==> src/common/dpr_pkg.sv <==
// constants of the discoverable parameter store and its register map
// assumes a 32-bit axi4-lite bus with byte addresses on 8 bits
package dpr_pkg;

  // ************************************************************
  // bus geometry
  // ************************************************************
  localparam int unsigned ADDR_W      = 8;
  localparam int unsigned DATA_W      = 32;
  localparam int unsigned PTR_W       = 24;
  localparam int unsigned ROM_DEPTH   = 16;
  localparam int unsigned ROM_AW      = 4;

  // ************************************************************
  // register offsets (byte addresses)
  // ************************************************************
  localparam logic [7:0] OFS_SIGNATURE   = 8'h00;
  localparam logic [7:0] OFS_REVISION    = 8'h04;
  localparam logic [7:0] OFS_HDR_ID      = 8'h08;
  localparam logic [7:0] OFS_HDR_LOC     = 8'h0C;
  localparam logic [7:0] OFS_ERASE_READ  = 8'h30;
  localparam logic [7:0] OFS_DENSITY     = 8'h34;
  localparam logic [7:0] OFS_QUAD_TIMING = 8'h38;
  localparam logic [7:0] OFS_DUAL_TIMING = 8'h3C;
  localparam logic [7:0] OFS_ROM_LAST    = 8'h3C;
  localparam logic [7:0] OFS_BYTE_PTR    = 8'h40;
  localparam logic [7:0] OFS_BYTE_DATA   = 8'h44;

  // ************************************************************
  // parameter space contents, lowest byte first in each word
  // ************************************************************
  localparam logic [31:0] VAL_SIGNATURE   = 32'h50444653;
  localparam logic [31:0] VAL_REVISION    = 32'hFF000106;
  localparam logic [31:0] VAL_HDR_ID      = 32'h10010600;
  localparam logic [31:0] VAL_HDR_LOC     = 32'hFF000030;
  localparam logic [31:0] VAL_ERASE_READ  = 32'hFFF920E5;
  localparam logic [31:0] VAL_DENSITY     = 32'h03FFFFFF;
  localparam logic [31:0] VAL_QUAD_TIMING = 32'h6B08EB44;
  localparam logic [31:0] VAL_DUAL_TIMING = 32'hBB803B08;
  localparam logic [31:0] VAL_ERASED      = 32'hFFFFFFFF;
  localparam logic [7:0]  VAL_BYTE_ERASED = 8'hFF;
  localparam logic [23:0] PARAM_SPACE_END = 24'h000040;

  // ************************************************************
  // reset values and answers
  // ************************************************************
  localparam logic [PTR_W-1:0] RST_BYTE_PTR = 24'h000000;
  localparam logic [1:0]       RESP_OKAY    = 2'h0;
  localparam logic [1:0]       RESP_SLVERR  = 2'h2;

  typedef enum logic [1:0] {
    RD_IDLE  = 2'b00,
    RD_FETCH = 2'b01,
    RD_LOAD  = 2'b10,
    RD_RESP  = 2'b11
  } dpr_rd_state_t;

  typedef enum logic [1:0] {
    WR_IDLE = 2'b00,
    WR_COLL = 2'b01,
    WR_RESP = 2'b10
  } dpr_wr_state_t;

endpackage

==> src/verilog/dpr_top.sv <==
// axi4-lite slave over the read-only discoverable parameter space
// assumes one clock, synchronous inputs, and a master that keeps
// valid and payload stable until each handshake
//
// What this block does
// - serves mandatory header FF00h and its basic table
// - bytes 00h-03h return signature 53h 46h 44h 50h
// - revision 1.6, header count zero, byte 07h FFh
// - header id 00h, revision 1.6, length 10h
// - table location 000030h, id high byte FFh
// - 4 KB erase, write granularity, nonvolatile protection
// - byte 30h upper bits, erase code 20h
// - fast-read variants, double rate, three-byte addressing
// - byte 33h FFh, density 03FFFFFFh
// - quad-io read timing 4 wait, 2 mode, EBh
// - quad-output read timing 8 wait, 6Bh
// - dual-output read timing 8 wait, 3Bh
// - dual-io read timing 0 wait, 4 mode, BBh
module dpr_top
  import dpr_pkg::*;
(
  input  wire logic              aclk,
  input  wire logic              aresetn,
  input  wire logic              ce,
  input  wire logic [ADDR_W-1:0] s_axi_awaddr,
  input  wire logic              s_axi_awvalid,
  output logic                   s_axi_awready,
  input  wire logic [DATA_W-1:0] s_axi_wdata,
  input  wire logic [3:0]        s_axi_wstrb,
  input  wire logic              s_axi_wvalid,
  output logic                   s_axi_wready,
  output logic      [1:0]        s_axi_bresp,
  output logic                   s_axi_bvalid,
  input  wire logic              s_axi_bready,
  input  wire logic [ADDR_W-1:0] s_axi_araddr,
  input  wire logic              s_axi_arvalid,
  output logic                   s_axi_arready,
  output logic      [DATA_W-1:0] s_axi_rdata,
  output logic      [1:0]        s_axi_rresp,
  output logic                   s_axi_rvalid,
  input  wire logic              s_axi_rready
);

  // ************************************************************
  // decode helpers
  // ************************************************************
  // word-aligned offsets inside the constant store
  function automatic logic is_rom(logic [ADDR_W-1:0] a);
    return (a[1:0] == 2'b00) && (a <= OFS_ROM_LAST);
  endfunction

  // one byte lane out of a word
  function automatic logic [7:0] lane_of(logic [DATA_W-1:0] w,
                                         logic [1:0]        l);
    return w[8*l +: 8];
  endfunction

  // ************************************************************
  // state
  // ************************************************************
  dpr_rd_state_t     rd_state_r, rd_state_nxt;
  dpr_wr_state_t     wr_state_r, wr_state_nxt;
  logic [ADDR_W-1:0] ar_addr_r, ar_addr_nxt;
  logic [ADDR_W-1:0] aw_addr_r, aw_addr_nxt;
  logic [DATA_W-1:0] wdata_r, wdata_nxt;
  logic [3:0]        wstrb_r, wstrb_nxt;
  logic              aw_got_r, aw_got_nxt;
  logic              w_got_r, w_got_nxt;
  logic [PTR_W-1:0]  byte_ptr_r, byte_ptr_nxt;
  logic [PTR_W-1:0]  lane_ptr_r, lane_ptr_nxt;
  logic              arready_r, arready_nxt;
  logic [DATA_W-1:0] rdata_r, rdata_nxt;
  logic [1:0]        rresp_r, rresp_nxt;
  logic              rvalid_r, rvalid_nxt;
  logic              awready_r, awready_nxt;
  logic              wready_r, wready_nxt;
  logic [1:0]        bresp_r, bresp_nxt;
  logic              bvalid_r, bvalid_nxt;

  logic              rom_en;
  logic [ROM_AW-1:0] rom_idx;
  logic [DATA_W-1:0] rom_q;

  // ************************************************************
  // constant store
  // ************************************************************
  dpr_rom u_rom (
    .aclk (aclk),
    .en   (rom_en),
    .idx  (rom_idx),
    .q    (rom_q)
  );

  // the store is only ever read; nothing on the write side reaches it
  always_comb begin
    rom_en  = ce && (rd_state_r == RD_FETCH);
    rom_idx = ar_addr_r[5:2];
    if (ar_addr_r == OFS_BYTE_DATA) begin
      rom_idx = byte_ptr_r[5:2];
    end
  end

  // ************************************************************
  // read channel
  // ************************************************************
  always_comb begin
    rd_state_nxt = rd_state_r;
    ar_addr_nxt  = ar_addr_r;
    arready_nxt  = arready_r;
    rdata_nxt    = rdata_r;
    rresp_nxt    = rresp_r;
    rvalid_nxt   = rvalid_r;
    lane_ptr_nxt = lane_ptr_r;
    case (rd_state_r)
      RD_IDLE: begin
        if (s_axi_arvalid && arready_r) begin
          ar_addr_nxt  = s_axi_araddr;
          arready_nxt  = 1'b0;
          rd_state_nxt = RD_FETCH;
        end
      end
      RD_FETCH: begin
        // keep the address the lane pick will use
        lane_ptr_nxt = byte_ptr_r;
        rd_state_nxt = RD_LOAD;
      end
      RD_LOAD: begin
        rresp_nxt  = RESP_OKAY;
        rvalid_nxt = 1'b1;
        if (is_rom(ar_addr_r)) begin
          rdata_nxt = rom_q;
        end else if (ar_addr_r == OFS_BYTE_PTR) begin
          rdata_nxt = {{(DATA_W-PTR_W){1'b0}}, byte_ptr_r};
        end else if (ar_addr_r == OFS_BYTE_DATA) begin
          rdata_nxt = {24'h000000, VAL_BYTE_ERASED};
          if (lane_ptr_r < PARAM_SPACE_END) begin
            rdata_nxt = {24'h000000,
                         lane_of(rom_q, lane_ptr_r[1:0])};
          end
        end else begin
          rdata_nxt = 32'h00000000;
          rresp_nxt = RESP_SLVERR;
        end
        rd_state_nxt = RD_RESP;
      end
      RD_RESP: begin
        if (s_axi_rready) begin
          rvalid_nxt   = 1'b0;
          arready_nxt  = 1'b1;
          rd_state_nxt = RD_IDLE;
        end
      end
      default: begin
        rvalid_nxt   = 1'b0;
        arready_nxt  = 1'b1;
        rd_state_nxt = RD_IDLE;
      end
    endcase
  end

  always_ff @(posedge aclk) begin
    if (!aresetn) begin
      rd_state_r <= RD_IDLE;
      ar_addr_r  <= 8'h00;
      arready_r  <= 1'b1;
      rdata_r    <= 32'h00000000;
      rresp_r    <= RESP_OKAY;
      rvalid_r   <= 1'b0;
      lane_ptr_r <= RST_BYTE_PTR;
    end else if (ce) begin
      rd_state_r <= rd_state_nxt;
      ar_addr_r  <= ar_addr_nxt;
      arready_r  <= arready_nxt;
      rdata_r    <= rdata_nxt;
      rresp_r    <= rresp_nxt;
      rvalid_r   <= rvalid_nxt;
      lane_ptr_r <= lane_ptr_nxt;
    end
  end

  // ************************************************************
  // write channel
  // ************************************************************
  always_comb begin
    wr_state_nxt = wr_state_r;
    aw_addr_nxt  = aw_addr_r;
    wdata_nxt    = wdata_r;
    wstrb_nxt    = wstrb_r;
    aw_got_nxt   = aw_got_r;
    w_got_nxt    = w_got_r;
    awready_nxt  = awready_r;
    wready_nxt   = wready_r;
    bresp_nxt    = bresp_r;
    bvalid_nxt   = bvalid_r;
    case (wr_state_r)
      WR_IDLE: begin
        // address and data are taken in either order
        if (s_axi_awvalid && awready_r) begin
          aw_addr_nxt = s_axi_awaddr;
          aw_got_nxt  = 1'b1;
          awready_nxt = 1'b0;
        end
        if (s_axi_wvalid && wready_r) begin
          wdata_nxt  = s_axi_wdata;
          wstrb_nxt  = s_axi_wstrb;
          w_got_nxt  = 1'b1;
          wready_nxt = 1'b0;
        end
        if (aw_got_nxt && w_got_nxt) begin
          wr_state_nxt = WR_COLL;
        end
      end
      WR_COLL: begin
        // only the byte pointer is writable; the store answers error
        bresp_nxt = (aw_addr_r == OFS_BYTE_PTR) ? RESP_OKAY
                                                : RESP_SLVERR;
        bvalid_nxt   = 1'b1;
        wr_state_nxt = WR_RESP;
      end
      WR_RESP: begin
        if (s_axi_bready) begin
          bvalid_nxt   = 1'b0;
          aw_got_nxt   = 1'b0;
          w_got_nxt    = 1'b0;
          awready_nxt  = 1'b1;
          wready_nxt   = 1'b1;
          wr_state_nxt = WR_IDLE;
        end
      end
      default: begin
        bvalid_nxt   = 1'b0;
        aw_got_nxt   = 1'b0;
        w_got_nxt    = 1'b0;
        awready_nxt  = 1'b1;
        wready_nxt   = 1'b1;
        wr_state_nxt = WR_IDLE;
      end
    endcase
  end

  always_ff @(posedge aclk) begin
    if (!aresetn) begin
      wr_state_r <= WR_IDLE;
      aw_addr_r  <= 8'h00;
      wdata_r    <= 32'h00000000;
      wstrb_r    <= 4'h0;
      aw_got_r   <= 1'b0;
      w_got_r    <= 1'b0;
      awready_r  <= 1'b1;
      wready_r   <= 1'b1;
      bresp_r    <= RESP_OKAY;
      bvalid_r   <= 1'b0;
    end else if (ce) begin
      wr_state_r <= wr_state_nxt;
      aw_addr_r  <= aw_addr_nxt;
      wdata_r    <= wdata_nxt;
      wstrb_r    <= wstrb_nxt;
      aw_got_r   <= aw_got_nxt;
      w_got_r    <= w_got_nxt;
      awready_r  <= awready_nxt;
      wready_r   <= wready_nxt;
      bresp_r    <= bresp_nxt;
      bvalid_r   <= bvalid_nxt;
    end
  end

  // ************************************************************
  // byte pointer
  // ************************************************************
  // a write sets the start address; each stream read steps it by one.
  // the two channels run independently, so both may meet in one cycle:
  // the write is applied last and wins in each byte its strobe enables.
  always_comb begin
    byte_ptr_nxt = byte_ptr_r;
    if (rd_state_r == RD_FETCH && ar_addr_r == OFS_BYTE_DATA) begin
      byte_ptr_nxt = byte_ptr_r + 24'h000001;
    end
    if (wr_state_r == WR_COLL && aw_addr_r == OFS_BYTE_PTR) begin
      for (int i = 0; i < PTR_W / 8; i++) begin
        if (wstrb_r[i]) begin
          byte_ptr_nxt[8*i +: 8] = wdata_r[8*i +: 8];
        end
      end
    end
  end

  always_ff @(posedge aclk) begin
    if (!aresetn) begin
      byte_ptr_r <= RST_BYTE_PTR;
    end else if (ce) begin
      byte_ptr_r <= byte_ptr_nxt;
    end
  end

  // ************************************************************
  // outputs
  // ************************************************************
  assign s_axi_arready = arready_r;
  assign s_axi_rdata   = rdata_r;
  assign s_axi_rresp   = rresp_r;
  assign s_axi_rvalid  = rvalid_r;
  assign s_axi_awready = awready_r;
  assign s_axi_wready  = wready_r;
  assign s_axi_bresp   = bresp_r;
  assign s_axi_bvalid  = bvalid_r;

endmodule

==> src/verilog/dpr_rom.sv <==
// sixteen-word constant store with a registered read port
// assumes the caller holds the word index while en is high
module dpr_rom
  import dpr_pkg::*;
(
  input  wire logic              aclk,
  input  wire logic              en,
  input  wire logic [ROM_AW-1:0] idx,
  output logic      [DATA_W-1:0] q
);

  // ************************************************************
  // contents
  // ************************************************************
  function automatic logic [DATA_W-1:0] word_at(logic [ROM_AW-1:0] i);
    logic [DATA_W-1:0] w;
    w = VAL_ERASED;
    case ({i, 2'b00})
      OFS_SIGNATURE[5:0]:   w = VAL_SIGNATURE;
      OFS_REVISION[5:0]:    w = VAL_REVISION;
      OFS_HDR_ID[5:0]:      w = VAL_HDR_ID;
      OFS_HDR_LOC[5:0]:     w = VAL_HDR_LOC;
      OFS_ERASE_READ[5:0]:  w = VAL_ERASE_READ;
      OFS_DENSITY[5:0]:     w = VAL_DENSITY;
      OFS_QUAD_TIMING[5:0]: w = VAL_QUAD_TIMING;
      OFS_DUAL_TIMING[5:0]: w = VAL_DUAL_TIMING;
      default:              w = VAL_ERASED;
    endcase
    return w;
  endfunction

  // ************************************************************
  // read register
  // ************************************************************
  logic [DATA_W-1:0] q_nxt;

  always_comb begin
    q_nxt = q;
    if (en) begin
      q_nxt = word_at(idx);
    end
  end

  always_ff @(posedge aclk) begin
    q <= q_nxt;
  end

endmodule

==> config.mk <==
export PLATFORM = sky130hd
export DESIGN_NAME = dpr_top
export DESIGN_NICKNAME = d
export VERILOG_FILES = /design/src/common/dpr_pkg.sv /design/src/verilog/dpr_top.sv /design/src/verilog/dpr_rom.sv
export SDC_FILE = /design/constraint.sdc
export NUM_CORES = 1
export LEC_CHECK = 0
export BUFFER_PORTS_ARGS = -buffer_cell sky130_fd_sc_hd__buf_4
export CAP_MARGIN = 0
export CORE_AREA = 2 2 112 114
export DETAILED_ROUTE_END_ITERATION = 16
export DIE_AREA = 0 0 114 116
export PLACE_DENSITY = 0.82
export SKIP_CTS_REPAIR_TIMING = 1
export SYNTH_ARGS = -nofsm -noshare
export SYNTH_HDL_FRONTEND = slang
export SYNTH_SLANG_ARGS = --single-unit
==> constraint.sdc <==
create_clock -name aclk -period 5.2 [get_ports aclk]
set_input_delay 1.3 -clock aclk [delete_from_list [all_inputs] [get_ports aclk]]
set_output_delay 1.3 -clock aclk [all_outputs]
set_load 0.05 [all_outputs]
Yosys cells after proc, flatten, opt, wreduce, memory -nomap -nowiden
Index checks and enable logic that the tools add are counted.

Register bits: 170. Bits of input ports: 60. Output and inout port bits: 41. Word-level logic and storage cells: 113.

Add/subtract/negate cells: 1. $lt $le $gt $ge: 2. Equal/unequal tests: 21. Shift-type cells: 1. Multiplexer cells: 39. Bitwise gates (word level): 2. Reduce and logical (&&, ||, !) cells: 28.

Operator list (number): 32-bit case mux with 8 select lines (1); 32-bit 2-to-1 mux (3); 24-bit 2-to-1 mux (2); 8-bit 2-to-1 mux (4); 32-bit by 6-bit variable part select with 8-bit output (1); 24-bit by 1-bit adder with 24-bit output (second input constant) (1); 8-bit by 7-bit equality test with 1-bit output (second input constant) (3); 24-bit by 7-bit less-than comparator with 1-bit output (second input constant) (1); 3-bit AND reduction (8); 4-bit equality test (second input constant) (4); 2-bit 2-to-1 mux (8); 1-bit case mux with 3 select lines (5); 2-bit != test (second input constant) (6); 4-bit AND reduction (3); 1-bit 2-to-1 mux (11); 4-bit by 2-bit equality test with 1-bit output (second input constant) (2); 8-bit by 6-bit less-or-equal comparator with 1-bit output (second input constant) (1); 1-bit logical AND (8); 2-bit case mux with 4 select lines (1); 2-bit equality test (second input constant) (3); 2-bit logical NOT (3); 2-bit case mux with 3 select lines (1); 2-bit AND reduction (3); 2-bit by 1-bit equality test with 1-bit output (second input constant) (2); other kinds (6) (9).

Longest topological paths before layout
Gate-level depths: netlist of the first run.

Depth in word-level cells: 6. Mapped depth: 8. Mapped depth without buffers: 7.

By module
Synthesis of the first run repeated with hierarchy kept, for this count alone.

Cell total of the unflattened synthesis: 876. Area total of the unflattened synthesis: 7439.6 µm².

Modules (own cells, without submodules): dpr_top (instances 1, cells an instance 791, area each 6248.5 µm², seq. area each 2642.5 µm²); dpr_rom (instances 1, cells an instance 85, area each 1191.1 µm², seq. area each 780.7 µm²).

Least setup slack after synthesis of the first run
Ideal clock, no wire load.

Kind: input-to-reg. Start: in ce. End: reg u_rom.q[10] (enable). Library setup time: 0.401 ns. Data arrival time: 2.635 ns. Required time: 4.799 ns. Setup slack: 2.165 ns. Cell stages on the path: 4. Path buffers: 2. Path through: clkbuf_1 > nand2_1 > inv_1 > clkbuf_1.

Longest elaborated chain between the ends: 1.

RTL lines: from (decl) (line dpr_top.sv:24) `input wire logic ce,`; 1-bit logical AND (line dpr_top.sv:96) `rom_en = ce && (rd_state_r == RD_FETCH);`; net rom_en (line dpr_top.sv:80) `logic rom_en;`; to (signal assigned) (line dpr_rom.sv:45) `q <= q_nxt;`; to (decl) (line dpr_rom.sv:9) `output logic [DATA_W-1:0] q`.

The timed path passes the listed nets, and every way through them passes these cells. A chain may end at the register's enable or synchronous reset.

Final worst setup path of the first run
Start: in ce. End: reg wdata_r[7].

Longest elaborated chain between the ends: 1.

RTL lines: 3-bit AND reduction (no source line); to (signal assigned) (line dpr_top.sv:256) `wdata_r <= wdata_nxt;`; to (decl) (line dpr_top.sv:65) `logic [DATA_W-1:0] wdata_r, wdata_nxt;`.

Every way passes these cells.

==> metrics.txt, run 1 <==
# TYPE chip_impl_metric gauge
chip_impl_metric{name="std_cell_rows",unit=""} 40
chip_impl_metric{name="setup_ws",unit="ns"} 2.10
chip_impl_metric{name="placed_insts",unit=""} 990
chip_impl_metric{name="ctsHtreeMaxLevel",unit=""} 4
chip_impl_metric{name="final.period_utilization",unit=""} 0.596
chip_impl_info{name="setup.worst_path.start_class",value="primary input"} 1
chip_impl_metric{name="area_growth_syn_to_layout",unit="%"} 16.1
chip_impl_metric{name="max_clock_freq",unit="GHz"} 0.323
chip_impl_metric{name="grt_max_degree",unit=""} 56
chip_impl_info{name="worst_hold_startpoint",value="s_axi_rdata[30]"} 1
chip_impl_metric{name="finish.net_count",unit=""} 927
chip_impl_metric{name="finalSetupViolations",unit=""} 0
chip_impl_metric{name="detailedPlacementHpwl",unit="µm"} 13100
chip_impl_metric{name="gp_routability_congestion",unit=""} 0.919
chip_impl_metric{name="worst-endpoint-required",unit="ns"} 5.47
chip_impl_info{name="tritoncts_clock_tree",value="yes"} 1
chip_impl_metric{name="post_synth_inst_count",unit=""} 818
chip_impl_metric{name="drt_first_iter_violations",unit=""} 530
chip_impl_info{name="hp-class",value="reg -> reg"} 1
chip_impl_metric{name="seq_total_area_yosys",unit=""} 0.481
chip_impl_metric{name="grt_pass1_vias",unit=""} 5949
chip_impl_metric{name="wl",unit="µm"} 18300
chip_impl_metric{name="ir_worst_vdd",unit="mV"} 0.238
chip_impl_metric{name="slew_violations",unit=""} 0
chip_impl_metric{name="arrival",unit="ns"} 3.37
chip_impl_metric{name="final-instance-count-excl-fill",unit=""} 1021
chip_impl_metric{name="floorplan.die.width",unit="µm"} 114
chip_impl_metric{name="synth.cell_area",unit="µm²"} 7040
chip_impl_metric{name="floorplan_core_area",unit="µm²"} 11900
chip_impl_metric{name="tritonroute_pass_1_iters",unit=""} 7
chip_impl_metric{name="power_per_cell_area",unit="nW/µm²"} 330
chip_impl_metric{name="full_die_area",unit="µm²"} 13200
chip_impl_metric{name="globalRouteTotalUtil",unit=""} 0.285
chip_impl_metric{name="antenna_violations_before_repair",unit=""} 0
chip_impl_metric{name="die_y",unit="µm"} 116
chip_impl_info{name="outcome",value="completed"} 1
chip_impl_metric{name="postSynthAreaPerCell",unit="µm²"} 8.61
chip_impl_metric{name="preCtsSetupSlack",unit="ns"} 1.68
chip_impl_metric{name="netlist-cell-type-count",unit=""} 56
chip_impl_info{name="crit-reg2reg-launch",value="ar_addr_r[3]"} 1
chip_impl_metric{name="cts-root-to-sink-buffers",unit=""} 2
chip_impl_metric{name="timing.max_slew.rel_slack",unit=""} 0.244
chip_impl_metric{name="floorplan.initialDensity",unit=""} 0.591
chip_impl_info{name="worstSetupStartpoint",value="ce"} 1
chip_impl_metric{name="async_flop_share",unit=""} 0
chip_impl_metric{name="worst-r2r-cell-count",unit=""} 5
chip_impl_info{name="worst_setup_path_end_kind",value="register"} 1
chip_impl_metric{name="synth_enable_flop_cells",unit=""} 26
chip_impl_metric{name="setup_skew_after_layout",unit="ns"} 0.00637
chip_impl_metric{name="detailroute.via_count",unit=""} 6476
chip_impl_metric{name="leakage",unit="µW"} 0.00295
chip_impl_metric{name="gr-total-overflow",unit=""} 0
chip_impl_metric{name="worst_slew_pin_slew",unit="ns"} 1.12
chip_impl_metric{name="clock_sinks",unit=""} 156
chip_impl_metric{name="finalHoldViolations",unit=""} 0
chip_impl_metric{name="instance_count_along_the_most_critical_hold_path",unit=""} 2
chip_impl_metric{name="route.antenna.remaining_nets",unit=""} 0
chip_impl_metric{name="cts_buffers",unit=""} 17
chip_impl_metric{name="remaining_drc_errors",unit=""} 0
chip_impl_metric{name="routed_wire_length_per_instance",unit="µm"} 17.9
chip_impl_metric{name="worstSkewPairLatency",unit="ns"} 0.43
chip_impl_metric{name="layout-drive-gt1-share",unit=""} 0.164
chip_impl_info{name="grt_setup_unrepaired",value="no"} 1
chip_impl_info{name="criticalPathCategory",value="in -> reg"} 1
chip_impl_metric{name="synth-seq-cells",unit=""} 156
chip_impl_metric{name="n_antenna_cell",unit=""} 0
chip_impl_metric{name="yosys_warnings",unit=""} 0
chip_impl_metric{name="vias_per_cell",unit=""} 6.34
chip_impl_metric{name="grt_first_pass_wirelength",unit="µm"} 29600
chip_impl_info{name="synth_flop_cell",value="sky130_fd_sc_hd__dfxtp_1"} 1
chip_impl_metric{name="crit_path_max_fanout",unit=""} 51
chip_impl_metric{name="cts.clk_slew.worst_paths",unit="ns"} 0.06
chip_impl_metric{name="io_pins",unit=""} 101
chip_impl_metric{name="setup_total_negative_slack",unit="ns"} 0
chip_impl_metric{name="port_buffer_cells",unit=""} 89
chip_impl_metric{name="fin_crit",unit="ns"} 3.10
chip_impl_metric{name="cap_violations",unit=""} 0
chip_impl_info{name="cts_root_buf",value="sky130_fd_sc_hd__clkbuf_16"} 1
[cell type report]
class / count / area, µm²
clock buffers: 28 / 507
clock inverters: 3 / 15.0
fillers: 970 / 3740
inverters: 12 / 45.0
multi-input cells: 581 / 3330
flip-flops and latches: 156 / 3380
well taps: 147 / 184
repair buffers: 94 / 706
[critical path, cell delays in order]
cell                      delay (ns)
sky130_fd_sc_hd__buf_4          0.38
sky130_fd_sc_hd__or3b_2         0.52
sky130_fd_sc_hd__inv_1          0.13
sky130_fd_sc_hd__nand3_1        0.65
sky130_fd_sc_hd__nand2_1        0.27
sky130_fd_sc_hd__a21oi_1        0.10
[kinds of logic after synthesis]
| group | count (synthesis) | synth area share |
|---|---|---|
| flops | 156 | 0.481 |
| simple gates | 327 | 0.213 |
| fa+ha+maj | 5 | 0.00889 |
| mux | 22 | 0.0459 |
| buf+inv | 82 | 0.0471 |
| compound gates | 225 | 0.204 |
| other cells | 1 | 0.000533 |
[power by group]
| group | leakage (µW) | internal, µW | switching [µW] |
|---|---|---|---|
| clock | 0.000258 | 656 | 458 |
| combinational | 0.00141 | 94.9 | 184 |
| sequential | 0.00128 | 1280 | 32.4 |
[per-stage QoR]
| stage | util | hold slack [ns] | cell area, µm² | power (µW) |
|---|---|---|---|---|
| global placement | 0.642 | 0.436 | 7650 | 1600 |
| floorplan | - | 0.431 | 7040 | 1520 |
| global route | 0.686 | 0.476 | 8170 | 2790 |
| CTS | 0.686 | 0.453 | 8170 | 2700 |
| finish | 0.686 | 0.454 | 8170 | 2700 |
| detailed placement | 0.642 | 0.445 | 7650 | 1610 |
[synthesized netlist by cell type, types with 12 or more instances]
library cell,number,area [µm²]
sky130_fd_sc_hd__nand2_1,153,574
sky130_fd_sc_hd__dfxtp_1,130,2600
sky130_fd_sc_hd__a21oi_1,102,510
sky130_fd_sc_hd__clkbuf_1,58,218
sky130_fd_sc_hd__nor2_1,55,206
sky130_fd_sc_hd__o21ai_0,29,145
sky130_fd_sc_hd__nand3_1,28,140
sky130_fd_sc_hd__edfxtp_1,26,781
sky130_fd_sc_hd__nor3_1,25,125
sky130_fd_sc_hd__a221oi_1,17,149
sky130_fd_sc_hd__nand4_1,16,100
sky130_fd_sc_hd__inv_1,12,45.0
sky130_fd_sc_hd__mux2i_1,12,120
[cells in the final DEF, fill, tap and decap left out, types with 8 or more instances in the layout]
master and count:
sky130_fd_sc_hd__nand2_1 153, sky130_fd_sc_hd__dfxtp_1 130, sky130_fd_sc_hd__a21oi_1 102, sky130_fd_sc_hd__buf_4 94
sky130_fd_sc_hd__nor2_1 55, sky130_fd_sc_hd__o21ai_0 29, sky130_fd_sc_hd__nand3_1 28, sky130_fd_sc_hd__edfxtp_1 26
sky130_fd_sc_hd__nor3_1 24, sky130_fd_sc_hd__a221oi_1 17, sky130_fd_sc_hd__clkbuf_16 17, sky130_fd_sc_hd__nand4_1 16
sky130_fd_sc_hd__mux2i_1 12, sky130_fd_sc_hd__inv_1 11, sky130_fd_sc_hd__a211oi_1 11, sky130_fd_sc_hd__and3_1 10
sky130_fd_sc_hd__o21a_1 9, sky130_fd_sc_hd__a31oi_1 9, sky130_fd_sc_hd__or3_1 8, sky130_fd_sc_hd__mux4_2 8
[sequential cells by signal, indices dropped and copies added, names as in the netlist]
signal	cells
s_axi_wready	1
s_axi_bvalid	1
wr_state_r	2
aw_addr_r	8
wdata_r	24
wstrb_r	3
rd_state_r	2
s_axi_awready	1
s_axi_rvalid	1
s_axi_arready	1
s_axi_rresp	1
ar_addr_r	8
s_axi_bresp	1
aw_got_r	1
u_rom.q	26
byte_ptr_r	24
w_got_r	1
s_axi_rdata	30
lane_ptr_r	20
[metal layers]
metal	GRT usage	share of wire	vias up
li1	-	-	3068
met2	0.475	0.49	313
met5	0	0	-
met3	0.0544	0.070	40
met4	0.135	0.029	0
met1	0.361	0.42	3055
[final timing paths]
| path | slack, ns | to |
|---|---|---|
| hold / removal | 0.45 | s_axi_rdata[30] |
| setup / recovery | 2.10 | wdata_r[7] |
| hold reg to reg | 0.45 | s_axi_rdata[30] |
| setup reg to reg | 2.21 | u_rom.q[14] |
(Power assumes the default switching activity.)
==> inputs of run 2 (changes only) <==
--- a/config.mk
+++ b/config.mk
@@ -7,10 +7,10 @@
 export LEC_CHECK = 0
 export BUFFER_PORTS_ARGS = -buffer_cell sky130_fd_sc_hd__buf_4
 export CAP_MARGIN = 0
-export CORE_AREA = 2 2 112 114
+export CORE_AREA = 2 2 115 117
 export DETAILED_ROUTE_END_ITERATION = 16
-export DIE_AREA = 0 0 114 116
-export PLACE_DENSITY = 0.82
+export DIE_AREA = 0 0 117 119
+export PLACE_DENSITY = 0.78
 export SKIP_CTS_REPAIR_TIMING = 1
 export SYNTH_ARGS = -nofsm -noshare
 export SYNTH_HDL_FRONTEND = slang
==> constraint.sdc (replaced) <==
create_clock -name aclk -period 2.91 [get_ports aclk]
set_input_delay 0.7275 -clock aclk [delete_from_list [all_inputs] [get_ports aclk]]
set_output_delay 0.7275 -clock aclk [all_outputs]
set_load 0.05 [all_outputs]
==> run 2 against run 1 <==
Non-clock buffer count is 20 higher. Final area up 3.3%. Register-to-register slack worse by 2.0 ns. Global-route usage down 0.31 points. Core utilization fell by 3.1 points. Largest cell class unchanged. Largest power group unchanged. Highest routed layer unchanged.
==> metrics.txt, run 2 (synthesis results as in run 1) <==
# TYPE chip_impl_metric gauge
chip_impl_metric{name="ff2ff_setup_slack",unit="ns"} 0.25
chip_impl_info{name="tritoncts_clock_tree",value="yes"} 1
chip_impl_info{name="top_library_cells_by_usage_in_the_layout_fill_and_taps_aside",value="153 x sky130_fd_sc_hd__nand2_1, 130 x sky130_fd_sc_hd__dfxtp_1, 114 x sky130_fd_sc_hd__buf_4"} 1
chip_impl_metric{name="ir_worst_vdd",unit="mV"} 0.356
chip_impl_metric{name="worst-endpoint-required",unit="ns"} 3.26
chip_impl_metric{name="power_per_cell_area",unit="nW/µm²"} 609
chip_impl_metric{name="placed_insts",unit=""} 1039
chip_impl_info{name="hp-class",value="reg -> reg"} 1
chip_impl_metric{name="worstSkewPairLatency",unit="ns"} 0.44
chip_impl_metric{name="floorplan.initialDensity",unit=""} 0.547
chip_impl_metric{name="finalCoreUtilization",unit=""} 0.656
chip_impl_info{name="grt_setup_unrepaired",value="no"} 1
chip_impl_metric{name="vias_per_cell",unit=""} 6.18
chip_impl_info{name="outcome",value="completed"} 1
chip_impl_info{name="worst_setup_path_end_kind",value="register"} 1
chip_impl_metric{name="floorplan.die.width",unit="µm"} 117
chip_impl_metric{name="largest_register_ff_count",unit=""} 30
chip_impl_metric{name="cap_violations",unit=""} 0
chip_impl_metric{name="crit_path_max_fanout",unit=""} 5
chip_impl_metric{name="route.antenna.remaining_nets",unit=""} 0
chip_impl_metric{name="antenna_violations_before_repair",unit=""} 0
chip_impl_metric{name="leakage",unit="µW"} 0.00308
chip_impl_metric{name="fin_area",unit="µm²"} 8440
chip_impl_metric{name="finalSetupViolations",unit=""} 0
chip_impl_metric{name="max_clock_freq",unit="GHz"} 0.376
chip_impl_metric{name="n_antenna_cell",unit=""} 0
chip_impl_metric{name="routed_wire_length_per_instance",unit="µm"} 17.7
chip_impl_metric{name="area_growth_syn_to_layout",unit="%"} 19.9
chip_impl_metric{name="cts-root-to-sink-buffers",unit=""} 2
chip_impl_metric{name="final-instance-count-excl-fill",unit=""} 1071
chip_impl_metric{name="die_y",unit="µm"} 119
chip_impl_metric{name="detailroute.via_count",unit=""} 6614
chip_impl_metric{name="grt_max_degree",unit=""} 38
chip_impl_metric{name="grt_first_pass_wirelength",unit="µm"} 30800
chip_impl_metric{name="drt_first_iter_violations",unit=""} 688
chip_impl_metric{name="clock_sinks",unit=""} 156
chip_impl_metric{name="finalHoldWorstSlack",unit="ns"} 0.453
chip_impl_metric{name="worst-r2r-cell-count",unit=""} 5
chip_impl_metric{name="ctsHtreeMaxLevel",unit=""} 4
chip_impl_metric{name="final.period_utilization",unit=""} 0.913
chip_impl_metric{name="detailedPlacementHpwl",unit="µm"} 13200
chip_impl_metric{name="port_buffer_cells",unit=""} 89
chip_impl_metric{name="remaining_drc_errors",unit=""} 0
chip_impl_metric{name="timing.max_slew.rel_slack",unit=""} 0.593
chip_impl_info{name="cts_root_buf",value="sky130_fd_sc_hd__clkbuf_16"} 1
chip_impl_metric{name="cts.clk_slew.worst_paths",unit="ns"} 0.06
chip_impl_metric{name="io_pins",unit=""} 101
chip_impl_metric{name="post_dp_area",unit="µm²"} 7840
chip_impl_info{name="worstSetupStartpoint",value="ar_addr_r[3]"} 1
chip_impl_metric{name="globalRouteTotalUtil",unit=""} 0.282
chip_impl_metric{name="slew_violations",unit=""} 0
chip_impl_metric{name="setup_total_negative_slack",unit="ns"} 0
chip_impl_info{name="worst_hold_startpoint",value="s_axi_rdata[28]"} 1
chip_impl_metric{name="full_die_area",unit="µm²"} 13900
chip_impl_metric{name="cts_buffers",unit=""} 17
chip_impl_metric{name="finalHoldViolations",unit=""} 0
chip_impl_info{name="setup.worst_path.start_class",value="register"} 1
chip_impl_metric{name="floorplan_core_area",unit="µm²"} 12900
chip_impl_metric{name="layout-drive-gt1-share",unit=""} 0.190
chip_impl_metric{name="grt_pass1_vias",unit=""} 6177
chip_impl_info{name="crit-reg2reg-launch",value="ar_addr_r[3]"} 1
chip_impl_metric{name="worst_slew_pin_slew",unit="ns"} 0.606
chip_impl_info{name="commonest_non_fill_non_tap_cell_in_the_layout",value="sky130_fd_sc_hd__nand2_1"} 1
chip_impl_metric{name="std_cell_rows",unit=""} 42
chip_impl_info{name="criticalPathCategory",value="reg -> reg"} 1
chip_impl_metric{name="setup_skew_after_layout",unit="ns"} 0.00889
chip_impl_metric{name="arrival",unit="ns"} 3.01
chip_impl_metric{name="wl",unit="µm"} 19000
chip_impl_info{name="endpoint",value="byte_ptr_r[23]"} 1
chip_impl_info{name="r2r-end",value="byte_ptr_r[23]"} 1
chip_impl_metric{name="gp_routability_congestion",unit=""} 0.914
chip_impl_metric{name="finish.net_count",unit=""} 947
chip_impl_metric{name="gr-total-overflow",unit=""} 0
chip_impl_metric{name="fin_crit",unit="ns"} 2.66
chip_impl_metric{name="tritonroute_pass_1_iters",unit=""} 8
## run 2: cell count changes in the layout (fill, tap and decap cells not counted), sizes merged
cell	delta
clkinv	-2
bufinv	+3
clkbuf	-9
buf	+20
inv	+6
clkinvlp	+3
## run 2: critical path: stages (launching register included)
cell                      delay (ns)
sky130_fd_sc_hd__dfxtp_1        0.34
sky130_fd_sc_hd__or4b_4         0.55
sky130_fd_sc_hd__or4_1          0.61
sky130_fd_sc_hd__or4_4          0.53
sky130_fd_sc_hd__or3_1          0.38
sky130_fd_sc_hd__a31oi_1        0.17
## run 2: area by class of cell
class | count | area [µm²]
Clock buffer | 19 | 443
Clock inverter | 13 | 160
Timing Repair Buffer | 114 | 856
Inverter | 12 | 45.0
Fill cell | 1076 | 4430
Tap cell | 176 | 220
Multi-Input combinational cell | 581 | 3330
Sequential cell | 156 | 3380
## run 2: worst min path at each step
stage	endpoint	slack, ns	cells after the start
finish	s_axi_rdata[28]	0.45	2
global placement	lane_ptr_r[23]	0.44	2
floorplan	lane_ptr_r[13]	0.43	2
global route	wdata_r[18]	0.47	2
detailed placement	s_axi_rdata[28]	0.45	2
CTS	s_axi_rdata[28]	0.45	2
## run 2: metal layers
layer	track usage	wire (µm)	vias to the layer above
met3	0.0692	1590	54
met5	0	0	-
li1	-	-	3102
met2	0.437	8730	338
met1	0.381	8120	3120
met4	0.109	512	0
## run 2: where the power goes
part	internal, µW	switching, µW
sequential	2280	55.3
combinational	188	341
clock	1370	905
## run 2: metrics by stage
step | setup slack [ns] | power (µW)
final | 0.252 | 5140
after global placement | 0.314 | 2880
after detailed placement | 0.273 | 2900
after global routing | 0.183 | 5310
after floorplan | 0.199 | 2710
after CTS | 0.254 | 5150
